--- src/inc/ptm_defs.svh ---
// Purpose: Shared constants of the periodic timer mode logic
// Assumes: Included by the package and the design files by bare name
// Notes: Definitions only
`ifndef PTM_DEFS_SVH
`define PTM_DEFS_SVH

// Counter geometry
`define PTM_CNT_W 10
`define PTM_CNT_MAX 10'h3ff
`define PTM_CNT_ZERO 10'h000

// Mode select encodings
`define PTM_MODE_CMP 2'h0
`define PTM_MODE_CAP 2'h1
`define PTM_MODE_PWM 2'h2
`define PTM_MODE_TMR 2'h3

// Pin function in compare-match output mode
`define PTM_PF_NONE 2'h0
`define PTM_PF_LOW 2'h1
`define PTM_PF_HIGH 2'h2
`define PTM_PF_TOGGLE 2'h3

// Pin function in PWM / single-pulse mode
`define PTM_PF_INACTIVE 2'h0
`define PTM_PF_ACTIVE 2'h1
`define PTM_PF_PWM 2'h2
`define PTM_PF_PULSE 2'h3

// Reset values
`define PTM_RST_RUN 1'h0
`define PTM_RST_PIN 1'h0
`define PTM_RST_FLAG 1'h0

`endif

--- src/inc/ptm_pkg.sv ---
// Purpose: Types of the periodic timer mode logic
// Assumes: ptm_defs.svh on the include path
// Notes: Holds the state record and the counter step
`include "ptm_defs.svh"

package ptm_pkg;

  // Whole state of the timer core
  typedef struct packed {
    logic [`PTM_CNT_W-1:0] count;
    logic run;
    logic ext_prev;
    logic pin;
    logic flag_a;
    logic flag_p;
  } ptm_state_t;

  // Next count, wraps past the maximum to zero
  function automatic logic [`PTM_CNT_W-1:0] ptm_inc(input logic [`PTM_CNT_W-1:0] c);
    ptm_inc = c + 10'h001;
  endfunction

endpackage

--- src/ptm_cmp.sv ---
// Purpose: One comparator of the periodic timer
// Assumes: Fed with the count that the next tick would load
// Notes: A zero value may be barred from matching
`timescale 1ns/1ps
`default_nettype none
`include "ptm_defs.svh"

module ptm_cmp
  import ptm_pkg::*;
(
  // Operands
  input wire logic [`PTM_CNT_W-1:0] next_count,
  input wire logic [`PTM_CNT_W-1:0] cmp_value,
  input wire logic zero_allowed,
  // Result
  output logic hit
);

  // Zero compare means "wrap at maximum"; only allowed where the caller wants it
  assign hit = (next_count == cmp_value) && (zero_allowed || (cmp_value != `PTM_CNT_ZERO));

endmodule

`default_nettype wire

--- src/ptm_timer.sv ---
// Purpose: Operating-mode core of a 10-bit periodic timer
// Assumes: tick is a one-cycle enable at the selected timer clock rate
// Notes: Capture mode is not covered; the counter just holds its value there
`timescale 1ns/1ps
`default_nettype none
`include "ptm_defs.svh"

// Contract
// [RULE1] Mode select 00 gives compare-match output mode.
// [RULE2] Clear-source low: clear on P match or overflow when P zero; both flags raised.
// [RULE3] Clear-source high: clear on A match; only the A flag is raised.
// [RULE4] Compare A zero: counter overflows at 3FF and no A flag.
// [RULE5] Compare mode: pin changes only on A match, P matches ignored.
// [RULE6] Compare mode: A match drives pin high, low or toggles per pin function.
// [RULE7] Run bit rising edge sets pin to the output-control level.
// [RULE8] Mode 11 counts like compare mode but leaves the pin undriven.
// [RULE9] Software selects PWM with mode 10 and pin function 10.
// [RULE10] PWM: P sets period by clearing, A sets duty; clear-source ignored.
// [RULE11] PWM period equals P for 1..1023, and 1024 for P zero.
// [RULE12] Duty at or above period keeps output active whole period.
// [RULE13] PWM raises A flag on A match and P flag on P match.
// [RULE14] PWM pin function 00/01 force inactive/active; counting continues.
// [RULE15] PWM: output-control picks active level, invert bit flips the pin.
// [RULE16] Software selects single pulse with mode 10, pin function 11, unchanged.
// [RULE17] Single pulse: run rising, by software or ext pin edge, starts pulse.
// [RULE18] Single pulse: A match clears run, ends pulse, raises A flag.
// [RULE19] Single pulse: counter zeroed only on run rising; P, clear-source ignored.
// [RULE20] Software keeps compare A nonzero when expecting A clears or flags.
// [RULE21] Compare pin function: 00 none, 01 low, 10 high, 11 toggle.
// [RULE22] Software stops the timer before changing mode or PWM pin function.
// [RULE23] Running counter advances each tick; stopped counter holds. In capture mode 01 the running counter holds instead.
// [RULE24] Match is count equal to compare value, effective on that tick.
module ptm_timer
  import ptm_pkg::*;
(
  // Clock and reset
  input wire logic ref_clk,
  input wire logic rst_n,
  // Timer clock enable
  input wire logic tick,
  // Configuration
  input wire logic mode_select_hi,
  input wire logic mode_select_lo,
  input wire logic pin_function_hi,
  input wire logic pin_function_lo,
  input wire logic output_control_bit,
  input wire logic output_invert_bit,
  input wire logic clear_source_select,
  input wire logic [`PTM_CNT_W-1:0] compare_a_value,
  input wire logic [`PTM_CNT_W-1:0] compare_p_value,
  // Run bit write port
  input wire logic run_wr,
  input wire logic run_wdata,
  // Flag clear strobes
  input wire logic cmp_a_flag_clr,
  input wire logic cmp_p_flag_clr,
  // External trigger pin
  input wire logic ext_clock_pin,
  // Status
  output logic run_bit,
  output logic [`PTM_CNT_W-1:0] counter_value,
  output logic cmp_a_flag,
  output logic cmp_p_flag,
  // Output pin
  output logic out_pin_o,
  output logic out_pin_oe
);

  ptm_state_t st_ff;
  ptm_state_t nxt_st;
  logic [1:0] mode;
  logic [1:0] pin_fn;
  logic [`PTM_CNT_W-1:0] cnt_next;
  logic hit_a;
  logic hit_p;
  logic sp_mode;
  logic ext_edge;
  logic start;
  logic stop_sw;
  logic counting;
  logic set_a;
  logic set_p;
  logic pwm_active;

  // Field gathering
  assign mode = {mode_select_hi, mode_select_lo};
  assign pin_fn = {pin_function_hi, pin_function_lo};
  assign cnt_next = ptm_inc(st_ff.count);
  assign sp_mode = (mode == `PTM_MODE_PWM) && (pin_fn == `PTM_PF_PULSE);
  assign ext_edge = ext_clock_pin && !st_ff.ext_prev;

  // Run bit rising edge, from software or, in single pulse, the ext pin
  assign start = !st_ff.run && ((run_wr && run_wdata) || (sp_mode && ext_edge)); // [RULE17]
  assign stop_sw = st_ff.run && run_wr && !run_wdata;
  assign counting = st_ff.run && tick && !stop_sw; // [RULE23]

  // Comparator A never matches at zero, so a zero A just rides the overflow
  ptm_cmp u_cmp_a (
    .next_count(cnt_next),
    .cmp_value(compare_a_value),
    .zero_allowed(1'h0),
    .hit(hit_a)
  ); // [RULE4] [RULE24]

  // Comparator P at zero matches on the wrap, giving overflow clear / 1024 period
  ptm_cmp u_cmp_p (
    .next_count(cnt_next),
    .cmp_value(compare_p_value),
    .zero_allowed(1'h1),
    .hit(hit_p)
  ); // [RULE11] [RULE24]

  // Next state
  always_comb begin
    nxt_st = st_ff;
    nxt_st.ext_prev = ext_clock_pin;
    set_a = 1'h0;
    set_p = 1'h0;
    pwm_active = 1'h0;
    if (start) begin
      nxt_st.run = 1'h1;
      nxt_st.pin = output_control_bit; // [RULE7]
      if (sp_mode) begin
        nxt_st.count = `PTM_CNT_ZERO; // [RULE19]
      end
    end else if (stop_sw) begin
      nxt_st.run = 1'h0; // [RULE18]
    end else if (counting) begin
      nxt_st.count = cnt_next; // [RULE23]
      case (mode)
        `PTM_MODE_CMP, `PTM_MODE_TMR: begin // [RULE1] [RULE8]
          if (clear_source_select) begin
            if (hit_a) begin
              nxt_st.count = `PTM_CNT_ZERO; // [RULE3]
              set_a = 1'h1;
            end
          end else begin
            if (hit_p) begin
              nxt_st.count = `PTM_CNT_ZERO; // [RULE2]
              set_p = 1'h1;
            end
            set_a = hit_a; // [RULE2]
          end
          // Only an A match moves the pin; P matches never touch it
          if (set_a && (mode == `PTM_MODE_CMP)) begin // [RULE5]
            case (pin_fn) // [RULE6] [RULE21]
              `PTM_PF_LOW: nxt_st.pin = 1'h0;
              `PTM_PF_HIGH: nxt_st.pin = 1'h1;
              `PTM_PF_TOGGLE: nxt_st.pin = !st_ff.pin;
              default: nxt_st.pin = st_ff.pin;
            endcase
          end
        end
        `PTM_MODE_PWM: begin
          if (sp_mode) begin
            // P and clear-source play no part; A ends the pulse
            if (hit_a) begin
              nxt_st.run = 1'h0; // [RULE18]
              set_a = 1'h1;
            end
          end else begin
            if (hit_p) begin
              nxt_st.count = `PTM_CNT_ZERO; // [RULE10] [RULE11]
              set_p = 1'h1; // [RULE13]
            end
            set_a = hit_a; // [RULE13]
          end
        end
        default: nxt_st.count = st_ff.count;
      endcase
    end
    // Waveform level; computed from the next count so the pin is a flop
    if (mode == `PTM_MODE_PWM) begin
      case (pin_fn)
        `PTM_PF_INACTIVE: pwm_active = 1'h0; // [RULE14]
        `PTM_PF_ACTIVE: pwm_active = 1'h1; // [RULE14]
        `PTM_PF_PWM: pwm_active = nxt_st.run && (nxt_st.count < compare_a_value); // [RULE12]
        default: pwm_active = nxt_st.run; // [RULE17] [RULE18]
      endcase
      nxt_st.pin = pwm_active ? output_control_bit : !output_control_bit; // [RULE15]
    end
    // Set wins over a clear arriving in the same cycle
    nxt_st.flag_a = set_a || (st_ff.flag_a && !cmp_a_flag_clr);
    nxt_st.flag_p = set_p || (st_ff.flag_p && !cmp_p_flag_clr);
  end

  // State register
  always_ff @(posedge ref_clk or negedge rst_n) begin
    if (!rst_n) begin
      st_ff <= '{count: `PTM_CNT_ZERO, run: `PTM_RST_RUN, ext_prev: 1'h0,
                 pin: `PTM_RST_PIN, flag_a: `PTM_RST_FLAG, flag_p: `PTM_RST_FLAG};
    end else begin
      st_ff <= nxt_st;
    end
  end

  // Outputs; pin is left to general I/O in timer and capture modes
  assign run_bit = st_ff.run;
  assign counter_value = st_ff.count;
  assign cmp_a_flag = st_ff.flag_a;
  assign cmp_p_flag = st_ff.flag_p;
  assign out_pin_o = st_ff.pin ^ output_invert_bit; // [RULE15]
  assign out_pin_oe = (mode == `PTM_MODE_CMP) || (mode == `PTM_MODE_PWM); // [RULE8]

  // Checks
  run_start_pin_a: assert property (@(posedge ref_clk) disable iff (!rst_n) // [RULE7]
    (start && mode == `PTM_MODE_CMP) |=> (st_ff.pin == $past(output_control_bit)))
    else $error("pin not set to initial level on run rise");

  p_clear_a: assert property (@(posedge ref_clk) disable iff (!rst_n) // [RULE2]
    (counting && !start && mode == `PTM_MODE_CMP && !clear_source_select && hit_p)
      |=> (st_ff.count == `PTM_CNT_ZERO) && st_ff.flag_p)
    else $error("P match did not clear counter and flag");

  no_p_flag_a: assert property (@(posedge ref_clk) disable iff (!rst_n) // [RULE3]
    (mode == `PTM_MODE_CMP && clear_source_select && !st_ff.flag_p)
      |=> !st_ff.flag_p)
    else $error("P flag raised with A clear source");

  a_zero_a: assert property (@(posedge ref_clk) disable iff (!rst_n) // [RULE4]
    (compare_a_value == `PTM_CNT_ZERO && !st_ff.flag_a) |=> !st_ff.flag_a)
    else $error("A flag raised with zero compare A");

  pin_hold_a: assert property (@(posedge ref_clk) disable iff (!rst_n) // [RULE5]
    (mode == `PTM_MODE_CMP && !start && !(counting && hit_a))
      |=> (st_ff.pin == $past(st_ff.pin)))
    else $error("compare pin moved without A match");

  tmr_oe_a: assert property (@(posedge ref_clk) disable iff (!rst_n) // [RULE8]
    (mode == `PTM_MODE_TMR) |-> !out_pin_oe)
    else $error("pin driven in timer mode");

  pwm_period_a: assert property (@(posedge ref_clk) disable iff (!rst_n) // [RULE11]
    (counting && !start && mode == `PTM_MODE_PWM && pin_fn == `PTM_PF_PWM && hit_p)
      |=> (st_ff.count == `PTM_CNT_ZERO) && st_ff.flag_p)
    else $error("PWM period not closed by P match");

  pwm_full_a: assert property (@(posedge ref_clk) disable iff (!rst_n) // [RULE12]
    (st_ff.run && !run_wr && mode == `PTM_MODE_PWM && pin_fn == `PTM_PF_PWM
      && compare_p_value != `PTM_CNT_ZERO && compare_a_value >= compare_p_value)
      |=> (st_ff.pin == $past(output_control_bit)))
    else $error("full duty PWM went inactive");

  sp_end_a: assert property (@(posedge ref_clk) disable iff (!rst_n) // [RULE18]
    (counting && !start && sp_mode && hit_a) |=> (!st_ff.run && st_ff.flag_a))
    else $error("single pulse not ended by A match");

  hold_a: assert property (@(posedge ref_clk) disable iff (!rst_n) // [RULE23]
    (!st_ff.run && !start) |=> (st_ff.count == $past(st_ff.count)))
    else $error("stopped counter moved");

  flag_wins_a: assert property (@(posedge ref_clk) disable iff (!rst_n) // [RULE13]
    (set_a && cmp_a_flag_clr) |=> st_ff.flag_a)
    else $error("A flag set lost to clear");

endmodule

`default_nettype wire

--- config.mk ---
export PLATFORM = sky130hd
export DESIGN_NAME = ptm_timer
export DESIGN_NICKNAME = d
export VERILOG_FILES = /design/src/inc/ptm_pkg.sv /design/src/ptm_cmp.sv /design/src/ptm_timer.sv
export VERILOG_INCLUDE_DIRS = /design/src /design/src/inc
export SDC_FILE = /design/constraint.sdc
export NUM_CORES = 1
export LEC_CHECK = 0
export BUFFER_PORTS_ARGS = -buffer_cell sky130_fd_sc_hd__clkbuf_2
export CORE_ASPECT_RATIO = 2
export CORE_MARGIN = 4
export CORE_UTILIZATION = 59
export CTS_BUF_LIST = sky130_fd_sc_hd__clkbuf_16
export DETAILED_ROUTE_END_ITERATION = 16
export PLACE_DENSITY = 0.87
export SYNTH_ARGS = -nofsm -noshare
export SYNTH_HDL_FRONTEND = slang
export SYNTH_SLANG_ARGS = --single-unit
--- constraint.sdc ---
create_clock -name ref_clk -period 7.4 [get_ports ref_clk]
set_input_delay 0.74 -clock ref_clk [delete_from_list [all_inputs] [get_ports ref_clk]]
set_output_delay 0.74 -clock ref_clk [all_outputs]
set_load 0.01 [all_outputs]
==> flow_summary_export.csv, run 1 <==
group,metric,value,unit
die,die_area,0.00455,mm^2
clock_network,clock_latency,0.26,ns
global_route,grt_start_max_net_pins,19,
finish,fin_cells,322,
min_path,min_path_type,"in2async",
clock_network,cts_tree,"done",
placement,port_buffers,49,
die,boundaryPins,50,
critical_path,r2r_cells,20,
placement,place.gp.congestion,0.970,
routing,post_drt_wl_per_cell,18.5,um
placement,dpl-instance-area,0.00213,mm^2
placement,dp.cells,318,
clock_network,cts_setup_buffers,0,
clock_network,htreeDepth,1,
power,p_comb_frac,0.366,
critical_path,crit_path_end_kind,"flop",
logic_synthesis,ys_seq_area_frac,0.182,
global_route,grt_usage,0.275,
logic_synthesis,synth_edf_count,0,
routing,drt_iter0_drc,89,
finish,syn2layout_area_growth,7.48,%
sta,fin_skew,0.00649,ns
critical_path,r2r_end,"st_ff[2]$_DFFE_PN0P_",
logic_synthesis,yosysMostFrequentCell,"nand2_1",
critical_path,rrSetupSlack,2.42,ns
sta,worstMarginPinSlew,1.03,ns
power,power_leakage,1.03,nW
logic_synthesis,synth_top_cell_by_area,"dfrtp_1",
sta,min_period,4.98,ns
clock_network,numClockSinks,15,
power,p_int,217,uW
die,design.core.area,0.00338,mm^2
logic_synthesis,yosys-top-cells-area,"dfrtp_1 18%, ha_1 7.9%, xor2_1 5.1%, nand2_1 4.7%, o21ai_0 4.4%",
die,rows,30,
finish,n_antenna_cell,0,
clock_network,cts_resized,0,
status,outcome,"finished clean",
logic_synthesis,synth-warning-count,0,
sta,finalSetupTns,0,ns
finish,drive_above_1_share,0.224,
sta,hold_viol_final,0,
power,power_density,159,mW/mm^2
power,ir_drop,166,uV
logic_synthesis,async_flop_share,1.00,
global_route,grt_antenna_before_repair,0,
sta,fin_crit_sh,0.673,
sta,setup_viol,0,
logic_synthesis,synth_area_per_cell,7.83,um^2
routing,vias,2158,
logic_synthesis,syn_inst,263,
sta,slew_headroom,0.312,
clock_network,holdBufCountCts,0,
routing,totalWireLength,5970,um
routing,drc,0,
clock_network,cts_root_buf,"clkbuf_16",
die,start_util,0.609,
global_route,overflow,0,
logic_synthesis,synthesis.nets,311,
power,seqPwrFrac,0.316,
clock_network,clk_path_buf_depth,2,
finish,layout.filler_cells,301,
logic_synthesis,synthFlopType,"dfrtp_1",
critical_path,r2r-start,"counter_value[0]$_DFF_PN0_",
clock_network,clk_pin_slew_worst_paths,0.05,ns
critical_path,worstPathMaxFanout,18,
sta,drv_slew,0,
routing,firstDrtPassIters,4,
logic_synthesis,yosysUniqueCellTypes,59,
routing,drtAntennaViolNets,0,
die,chipHeight,91.5,um
logic_synthesis,ys_seq_elements,15,
power,switching_share,0.383,
sta,fmax,201,MHz
sta,rsz0062_at_grt,"no",
critical_path,critical_path_class,"reg2reg",
critical_path,crit_start,"counter_value[0]$_DFF_PN0_",
finish,final_cell_area,0.00221,mm^2
critical_path,worst_setup_path_start_kind,"flop",
clock_network,cts_inserted_buffers,3,
placement,post-dp-hpwl,4680,um
routing,via_per_inst,6.70,
finish,nets,339,
critical_path,arrival,5.17,ns
die,die_x,49.8,um
power,p_clk_frac,0.317,
flow_run,timing.max_cap.violations,0,
power,p_sw,135,uW
global_route,grt_pass1_vias,2088,
logic_synthesis,yosys-top-cells-count,"26 x nand2_1, 18 x inv_1, 18 x o21ai_0, 15 x dfrtp_1, 14 x nor2_1",
logic_synthesis,synth.top_cell.area_share,0.182,
logic_synthesis,synthesis.area,0.00206,mm^2
global_route,grt_pass1_wl,9780,um
critical_path,cp.required,7.59,ns
-- metrics by stage --
stage                     power [mW]  hold WS (ns)  utilization  setup WS (ns)
after floorplan                0.203         0.444            -           3.49
after global placement         0.234         0.504        0.630           2.72
after detailed placement       0.237         0.523        0.630           2.67
after CTS                      0.348         0.428        0.655           2.64
after global routing           0.368         0.439        0.655           2.04
final                          0.351         0.420        0.655           2.42
-- metal layers --
metal / track usage / part of all wire
met2: 0.503 / 0.52
met3: 0.0378 / 0.074
met5: 0 / 0
met4: 0.164 / 0.052
met1: 0.282 / 0.35
-- power groups by stage --
stage / clock [mW] / sequential (mW) / combinational (mW)
2_1_floorplan: 0 / 0.0998 / 0.103
3_3_place_gp: 0 / 0.111 / 0.123
3_5_place_dp: 0 / 0.112 / 0.125
4_1_cts: 0.111 / 0.110 / 0.126
5_1_grt: 0.115 / 0.113 / 0.140
6_report: 0.112 / 0.111 / 0.129
-- sequential cells by signal, summed over array words and instances (netlist names) --
name / cells
counter_value: 10
cmp_p_flag: 1
cmp_a_flag: 1
st_ff: 2
run_bit: 1
-- worst max-delay path, stage by stage, from the launching register on --
cell and delay [ns]:
dfrtp_1 0.61, ha_1 0.39, nand2_1 0.23, nor2_1 0.24
o21ai_0 0.15, or4_4 0.52, nor3_4 0.28, o32a_2 0.40
a21oi_1 0.07, o211ai_1 0.18, o31ai_1 0.14, ha_1 0.31
nand2_1 0.12, o21ai_0 0.50, nand2b_1 0.11, o2111ai_1 0.12
nand3_1 0.13, nand3_1 0.11, mux2i_1 0.07, nand3_1 0.08
o311a_1 0.14
-- worst max path at each step --
| stage | to | slack [ns] |
|---|---|---|
| 2_1_floorplan | st_ff[2]$_DFFE_PN0P_ | 3.49 |
| 3_3_place_gp | st_ff[2]$_DFFE_PN0P_ | 2.72 |
| 3_5_place_dp | st_ff[2]$_DFFE_PN0P_ | 2.67 |
| 4_1_cts | st_ff[2]$_DFFE_PN0P_ | 2.64 |
| 5_1_grt | st_ff[2]$_DFFE_PN0P_ | 2.04 |
| 6_report | st_ff[2]$_DFFE_PN0P_ | 2.42 |
-- layout make-up --
cell class,count,area (um^2),area share
multi-input cells,204,1400,0.633
flip-flops and latches,15,375,0.170
repair buffers,49,245,0.111
clock buffers,3,75.1,0.0339
inverters,18,67.6,0.0305
well taps,32,40.0,0.0181
clock inverters,1,7.51,0.00339
-- cells by family after synthesis --
family                     count (synthesis)  share of synthesized area
and+or+nand+nor                           99                      0.272
AOI/OAI and AO/OA                         70                      0.235
buffers and inverters                     44                      0.137
xor gates and xnor gates                  20                     0.0851
DFF                                       15                      0.182
adders and majority gates                 13                     0.0790
muxes                                      2                    0.00973
-- cell usage in the layout (no fill, tap or decap), drive strengths merged, types with 3 or more instances in the layout --
cell type	Yosys	routed
clkbuf	3	52
nand2	26	26
inv	18	18
o21ai	18	18
dfrtp	15	15
nor2	14	14
a21oi	13	13
ha	13	13
nand3	13	13
xor2	12	12
xnor2	8	8
nor3	8	8
nand2b	6	6
o31ai	6	6
nand4	6	6
o211ai	6	6
nor4	4	4
a311oi	3	3
a31oi	3	3
o32a	3	3
or4	3	3
No activity file was read; power rests on OpenSTA's default activity.
==> run 2, diff against run 1 <==
--- a/config.mk
+++ b/config.mk
@@ -6,13 +6,14 @@
 export SDC_FILE = /design/constraint.sdc
 export NUM_CORES = 1
 export LEC_CHECK = 0
+export ABC_AREA = 1
 export BUFFER_PORTS_ARGS = -buffer_cell sky130_fd_sc_hd__clkbuf_2
 export CORE_ASPECT_RATIO = 2
 export CORE_MARGIN = 4
-export CORE_UTILIZATION = 59
+export CORE_UTILIZATION = 54
 export CTS_BUF_LIST = sky130_fd_sc_hd__clkbuf_16
 export DETAILED_ROUTE_END_ITERATION = 16
-export PLACE_DENSITY = 0.87
+export PLACE_DENSITY = 0.81
 export SYNTH_ARGS = -nofsm -noshare
 export SYNTH_HDL_FRONTEND = slang
 export SYNTH_SLANG_ARGS = --single-unit
==> constraint.sdc (replaced) <==
create_clock -name ref_clk -period 4.8 [get_ports ref_clk]
set_input_delay 0.48 -clock ref_clk [delete_from_list [all_inputs] [get_ports ref_clk]]
set_output_delay 0.48 -clock ref_clk [all_outputs]
set_load 0.01 [all_outputs]
==> run 2 against run 1 <==
Net effect:
- clock power rose by 52%
- clock skew fell by 0.0031 ns
- final cell count rose by 17%
- worst setup slack got worse by 1.2 ns
==> flow_summary_export.csv, run 2 <==
group,metric,value,unit
clock_network,cts_tree,"done",
power,switching_share,0.501,
power,p_sw,496,uW
finish,syn2layout_area_growth,14.5,%
placement,port_buffers,49,
critical_path,arrival,3.74,ns
sta,rsz0062_at_grt,"no",
logic_synthesis,syn_inst,307,
placement,place.gp.congestion,0.921,
global_route,overflow,0,
routing,wl_met3,249,um
die,die_x,50.0,um
critical_path,cpMostUsedCell,"nand2_1",
power,ir_drop,268,uV
logic_synthesis,synth_edf_count,0,
clock_network,cts_resized,0,
routing,post_drt_wl_per_cell,14.6,um
placement,dpl-instance-area,0.00209,mm^2
critical_path,crit_path_end_kind,"flop",
critical_path,r2r_cells,22,
sta,fin_skew,0.00340,ns
clock_network,cts_setup_buffers,0,
finish,nets,395,
sta,setup_viol,0,
critical_path,rrSetupSlack,1.24,ns
logic_synthesis,synth_top_family_by_area,"simple AND/OR/NAND/NOR gates",
logic_synthesis,muxShareOfSynthArea,0,
finish,fin_cells,378,
min_path,min_path_type,"in2async",
global_route,grt_pass1_wl,9290,um
clock_network,cts_root_buf,"clkbuf_16",
power,seqPwrFrac,0.269,
sta,hold_viol_final,0,
die,chipHeight,91.9,um
die,boundaryPins,50,
clock_network,clk_path_buf_depth,2,
logic_synthesis,synth_area_per_cell,6.19,um^2
status,outcome,"finished clean",
logic_synthesis,synth_fa_ha_area_frac,0.0856,
logic_synthesis,synth_compound_area_frac,0.128,
critical_path,worstPathMaxFanout,16,
logic_synthesis,synthesis.area,0.00190,mm^2
sta,fin_crit_sh,0.742,
logic_synthesis,synth.top_cell.area_share,0.197,
finish,layout_common_cells,"76 x nand2_1, 49 x clkbuf_2, 45 x inv_1",
die,die_area,0.00459,mm^2
logic_synthesis,synthFlopType,"dfrtp_1",
power,p_int,495,uW
finish,n_antenna_cell,0,
sta,worst_slack,1.24,ns
clock_network,clock_latency,0.25,ns
global_route,grt_start_max_net_pins,17,
critical_path,cp.required,4.98,ns
routing,drc,0,
routing,met2_length,2940,um
logic_synthesis,yosys-top-cells-count,"76 x nand2_1, 45 x inv_1, 34 x nand3_1, 19 x a21oi_1, 19 x nor2_1",
sta,drv_slew,0,
power,power_leakage,1.22,nW
logic_synthesis,synth-warning-count,0,
clock_network,clk_pin_slew_worst_paths,0.05,ns
critical_path,cp_slowest_cell,"inv_1",
power,p_comb_frac,0.560,
routing,drtAntennaViolNets,0,
placement,pre_cts_slack,1.04,ns
logic_synthesis,synth_xor_xnor_area_share,0.0138,
placement,dp.cells,374,
sta,min_period,3.56,ns
flow_run,timing.max_cap.violations,0,
power,p_total,990,uW
routing,drt_iter0_drc,58,
logic_synthesis,synthesis.nets,355,
sta,fmax,281,MHz
logic_synthesis,yosysUniqueCellTypes,31,
finish,final_util,0.644,
global_route,grt_antenna_before_repair,0,
clock_network,holdBufCountCts,0,
finish,final_common_cell,"nand2_1",
routing,vias,2169,
logic_synthesis,synth_top_cell_by_area,"dfrtp_1",
global_route,grt_usage,0.259,
logic_synthesis,yosysMostFrequentCell,"nand2_1",
critical_path,critical_path_class,"in2reg",
routing,via_per_inst,5.74,
clock_network,htreeDepth,1,
placement,post-dp-hpwl,4610,um
critical_path,worst_setup_path_start_kind,"input port",
routing,firstDrtPassIters,4,
clock_network,cts_inserted_buffers,3,
die,design.core.area,0.00338,mm^2
power,power_density,455,mW/mm^2
critical_path,r2r_end,"st_ff[2]$_DFFE_PN0P_",
logic_synthesis,ys_seq_area_frac,0.197,
routing,drt-met1-wl,1950,um
sta,worstMarginPinSlew,0.528,ns
sta,finalSetupTns,0,ns
clock_network,numClockSinks,15,
routing,top_layer_used,"met4",
power,p_clk_frac,0.172,
die,rows,30,
sta,slew_headroom,0.647,
finish,drive_above_1_share,0.249,
logic_synthesis,yosys-top-cells-area,"dfrtp_1 20%, nand2_1 15%, nand3_1 9.0%, inv_1 8.9%, ha_1 8.6%",
critical_path,critPathMaxStageDelay,0.37,ns
logic_synthesis,synthSimpleGateAreaFrac,0.424,
routing,totalWireLength,5510,um
global_route,grt_pass1_vias,2112,
die,start_util,0.563,
finish,final_cell_area,0.00218,mm^2
critical_path,r2r-start,"counter_value[0]$_DFF_PN0_",
sta,whs,0.145,ns
logic_synthesis,ys_seq_elements,15,
critical_path,cp_cell_sequence,"clkbuf_2 -> inv_1 -> ha_1 -> inv_1 -> nor3_1 -> a32o_1 -> nand2_1 -> inv_1 -> o21ai_0 -> a21oi_1 -> ha_1 -> a211o_1 -> nor3_1 -> nand2_1 -> nand2_1 -> nand2_1 -> nand2_1 -> nand3_1 -> a21oi_2",
finish,largest_reg_flops,10,
logic_synthesis,async_flop_share,1.00,
==> run 2: changes by cell type after synthesis, sizes merged, moves of 5 or more <==
cell	delta
o31ai	-6
buf	-11
nor2	+12
nand3	+22
nand2	+64
nand2b	-6
a21oi	+7
xnor2	-8
nor3	-5
xor2	-9
inv	+32
o21ai	-6
o211ai	-6
==> run 2: routing by layer <==
metal,track usage,vias up
met4,0.187,0
met3,0.0244,23
met1,0.260,993
met5,0,-
li1,-,1070
met2,0.476,83
==> run 2: area by class of cell <==
class / count / area (um^2)
clock buffer: 3 / 75.1
multi-input combinational: 227 / 1240
timing repair buffer: 50 / 253
sequential: 15 / 375
inverter: 50 / 188
tap: 32 / 40.0
clock inverter: 1 / 7.51
fill: 329 / 1200
==> run 2: kinds of logic after synthesis <==
family,after synthesis
AND/OR/NAND/NOR,169
flip-flops,15
XOR/XNOR,3
adder cells (fa/ha/maj),13
AO/OA/AOI/OAI,42
buffers and inverters,65
==> run 2: worst max-delay path by stage <==
stage	startpoint	end	slack [ns]	cells after the start
floorplan	mode_select_lo	st_ff[2]$_DFFE_PN0P_	1.83	18
global placement	mode_select_lo	st_ff[2]$_DFFE_PN0P_	1.22	19
detailed placement	mode_select_lo	st_ff[2]$_DFFE_PN0P_	1.04	19
CTS	counter_value[0]$_DFF_PN0_	st_ff[2]$_DFFE_PN0P_	1.26	22
global route	counter_value[0]$_DFF_PN0_	st_ff[2]$_DFFE_PN0P_	0.92	26
finish	mode_select_lo	st_ff[2]$_DFFE_PN0P_	1.24	19
==> run 2: power groups by stage <==
| stage | Sequential, mW | Clock, mW | Combinational [mW] |
|---|---|---|---|
| 6_report | 0.266 | 0.170 | 0.554 |
| 5_1_grt | 0.277 | 0.176 | 0.631 |
| 4_1_cts | 0.264 | 0.171 | 0.554 |
| 3_5_place_dp | 0.265 | 0 | 0.550 |
| 3_3_place_gp | 0.266 | 0 | 0.541 |
| 2_1_floorplan | 0.226 | 0 | 0.478 |
==> run 2: worst max-delay path, delay by kind of cell <==
kind / cells / cell delay (ns)
adders and majority gates: 2 / 0.53
AOI/OAI and AO/OA: 5 / 0.98
and+or+nand+nor: 8 / 1.12
buffers and inverters: 4 / 0.62
==> run 3, diff against run 2 <==
--- a/config.mk
+++ b/config.mk
@@ -10,10 +10,10 @@
 export BUFFER_PORTS_ARGS = -buffer_cell sky130_fd_sc_hd__clkbuf_2
 export CORE_ASPECT_RATIO = 2
 export CORE_MARGIN = 4
-export CORE_UTILIZATION = 54
+export CORE_UTILIZATION = 48
 export CTS_BUF_LIST = sky130_fd_sc_hd__clkbuf_16
 export DETAILED_ROUTE_END_ITERATION = 16
-export PLACE_DENSITY = 0.81
+export PLACE_DENSITY = 0.77
 export SYNTH_ARGS = -nofsm -noshare
 export SYNTH_HDL_FRONTEND = slang
 export SYNTH_SLANG_ARGS = --single-unit
==> constraint.sdc (replaced) <==
create_clock -name ref_clk -period 3.2 [get_ports ref_clk]
set_input_delay 0.32 -clock ref_clk [delete_from_list [all_inputs] [get_ports ref_clk]]
set_output_delay 0.32 -clock ref_clk [all_outputs]
set_load 0.01 [all_outputs]
==> run 3 against run 2 <==
Net effect:
- the run now ends with hold timing, setup timing left
- via count is 5.1% higher
- register-to-register slack worse by 1.3 ns
- design area is 12% higher
- worst hold slack worse by 0.16 ns
- non-clock buffer count is 17 higher
- wire length is 12% higher
- flip-flop and latch count stayed put
- worst setup slack worse by 1.3 ns
- critical path type is now reg2reg
- largest power group unchanged
==> flow_summary_export.csv, run 3 (same netlist as run 2, synthesis figures left out) <==
group,metric,value,unit
status,outcome,"finished, violations left",
status,violations,"hold timing, setup timing",
routing,drt_iter0_drc,102,
clock_network,clock_latency,0.25,ns
clock_network,clk_path_buf_depth,2,
finish,final_util,0.634,
clock_network,cts_inserted_buffers,3,
sta,fin_skew,0.00185,ns
finish,syn2layout_area_growth,28.2,%
die,design.core.area,0.00384,mm^2
sta,drv_slew,0,
critical_path,crit_path_end_kind,"flop",
critical_path,critical_path_class,"reg2reg",
critical_path,rrSetupSlack,-0.05,ns
critical_path,worstPathMaxFanout,6,
routing,drtAntennaViolNets,0,
critical_path,cp_slowest_cell,"dfrtp_1",
clock_network,clk_pin_slew_worst_paths,0.05,ns
global_route,grt_usage,0.242,
clock_network,htreeDepth,1,
global_route,grt_pass1_wl,9350,um
placement,place.gp.congestion,0.942,
critical_path,cpMostUsedCell,"nand2_1",
finish,final_common_cell,"nand2_1",
die,die_x,52.5,um
power,ir_drop,436,uV
routing,drc,0,
finish,largest_reg_flops,10,
sta,worst_slack,-0.0534,ns
finish,n_antenna_cell,0,
global_route,grt_pass1_vias,2174,
finish,layout_common_cells,"72 x nand2_1, 49 x clkbuf_2, 44 x inv_1",
sta,whs,-0.0102,ns
critical_path,r2r-start,"counter_value[0]$_DFF_PN0_",
power,p_total,1.68,mW
die,rows,32,
clock_network,numClockSinks,15,
critical_path,r2r_end,"st_ff[2]$_DFFE_PN0P_",
finish,layout.filler_cells,367,
placement,dpl-instance-area,0.00217,mm^2
critical_path,cp_top_family,"simple AND/OR/NAND/NOR gates",
global_route,grt_antenna_before_repair,0,
min_path,min_path_type,"in2async",
global_route,overflow,0,
sta,fmax,307,MHz
critical_path,worst_setup_path_start_kind,"flop",
routing,firstDrtPassIters,4,
critical_path,path_buf_inv,3,
routing,vias,2279,
sta,slew_headroom,0.717,
sta,worstMarginPinSlew,0.424,ns
die,boundaryPins,50,
finish,nets,412,
routing,post_drt_wl_per_cell,14.9,um
routing,via_per_inst,5.50,
power,power_density,690,mW/mm^2
critical_path,crit_start,"counter_value[0]$_DFF_PN0_",
placement,port_buffers,49,
finish,drive_above_1_share,0.353,
flow_run,timing.max_cap.violations,0,
finish,final_cell_area,0.00244,mm^2
sta,rsz0062_at_grt,"yes",
sta,fin_crit_sh,1.02,
critical_path,critPathMaxStageDelay,0.42,ns
critical_path,cp.required,3.34,ns
global_route,grt_start_max_net_pins,16,
placement,post-dp-hpwl,4730,um
sta,hold_viol_final,15,
critical_path,r2r_cells,27,
die,start_util,0.494,
sta,setup_viol,1,
clock_network,cts_tree,"done",
die,die_area,0.00509,mm^2
die,chipHeight,97.0,um
clock_network,holdBufCountCts,0,
sta,min_period,3.25,ns
clock_network,cts_root_buf,"clkbuf_16",
routing,totalWireLength,6180,um
critical_path,arrival,3.39,ns
power,power_leakage,1.31,nW
## run 3: cell types whose count changed in the layout (fill, tap and decap cells not counted), moves of 4 or more
cell,before,now
nand2_2,12,16
buf_4,1,15
a21oi_1,19,14
a21oi_2,1,6
nand2_1,76,72
## run 3: how the worst max path moves through the flow
stage | slack (ns) | endpoint | cells past startpoint
2_1_floorplan | 0.30 | st_ff[2]$_DFFE_PN0P_ | 22
3_3_place_gp | -0.03 | st_ff[2]$_DFFE_PN0P_ | 24
3_5_place_dp | -0.07 | st_ff[2]$_DFFE_PN0P_ | 24
4_1_cts | 0.0008 | st_ff[2]$_DFFE_PN0P_ | 26
5_1_grt | -0.28 | st_ff[2]$_DFFE_PN0P_ | 27
6_report | -0.05 | st_ff[2]$_DFFE_PN0P_ | 27
## run 3: layer usage
layer	global-route usage	vias up	wire [um]
li1	-	1100	-
met1	0.237	1015	2050
met2	0.428	117	3270
met3	0.0216	47	340
met4	0.191	0	510
met5	0	-	0
## run 3: timing repair
item | 4_1_cts | 5_1_grt
hold endpoints to repair | 0 | 0
pin swaps | 0 | 17
setup buffers | 0 | 10
cloned | 0 | 0
endpoints found under the setup margin | 1 | 1
resized for setup | 5 | 28
## run 3: final cells by class
class | count | area, um^2 | share of cell area
tap | 51 | 63.8 | 0.0262
clock buffer | 3 | 75.1 | 0.0308
multi-input combinational | 227 | 1330 | 0.546
timing repair buffer | 67 | 392 | 0.161
sequential | 15 | 379 | 0.156
clock inverter | 1 | 5.00 | 0.00205
inverter | 50 | 190 | 0.0781
## run 3: stage by stage
step / TNS [ns] / hold slack [ns] / setup slack [ns] / std cells
6_report: -0.0534 / -0.0102 / -0.0534 / 414
5_1_grt: -0.276 / 0.0325 / -0.276 / 414
4_1_cts: 0 / 0.00643 / 0.000833 / 404
3_5_place_dp: -0.0736 / 0.269 / -0.0736 / 400
3_3_place_gp: -0.0324 / 0.271 / -0.0324 / 400
2_1_floorplan: 0 / 0.0244 / 0.301 / 307
## run 3: where the power goes
group / internal [mW] / switching [mW]
logic: 0.421 / 0.615
registers: 0.259 / 0.130
clock network: 0.168 / 0.0883
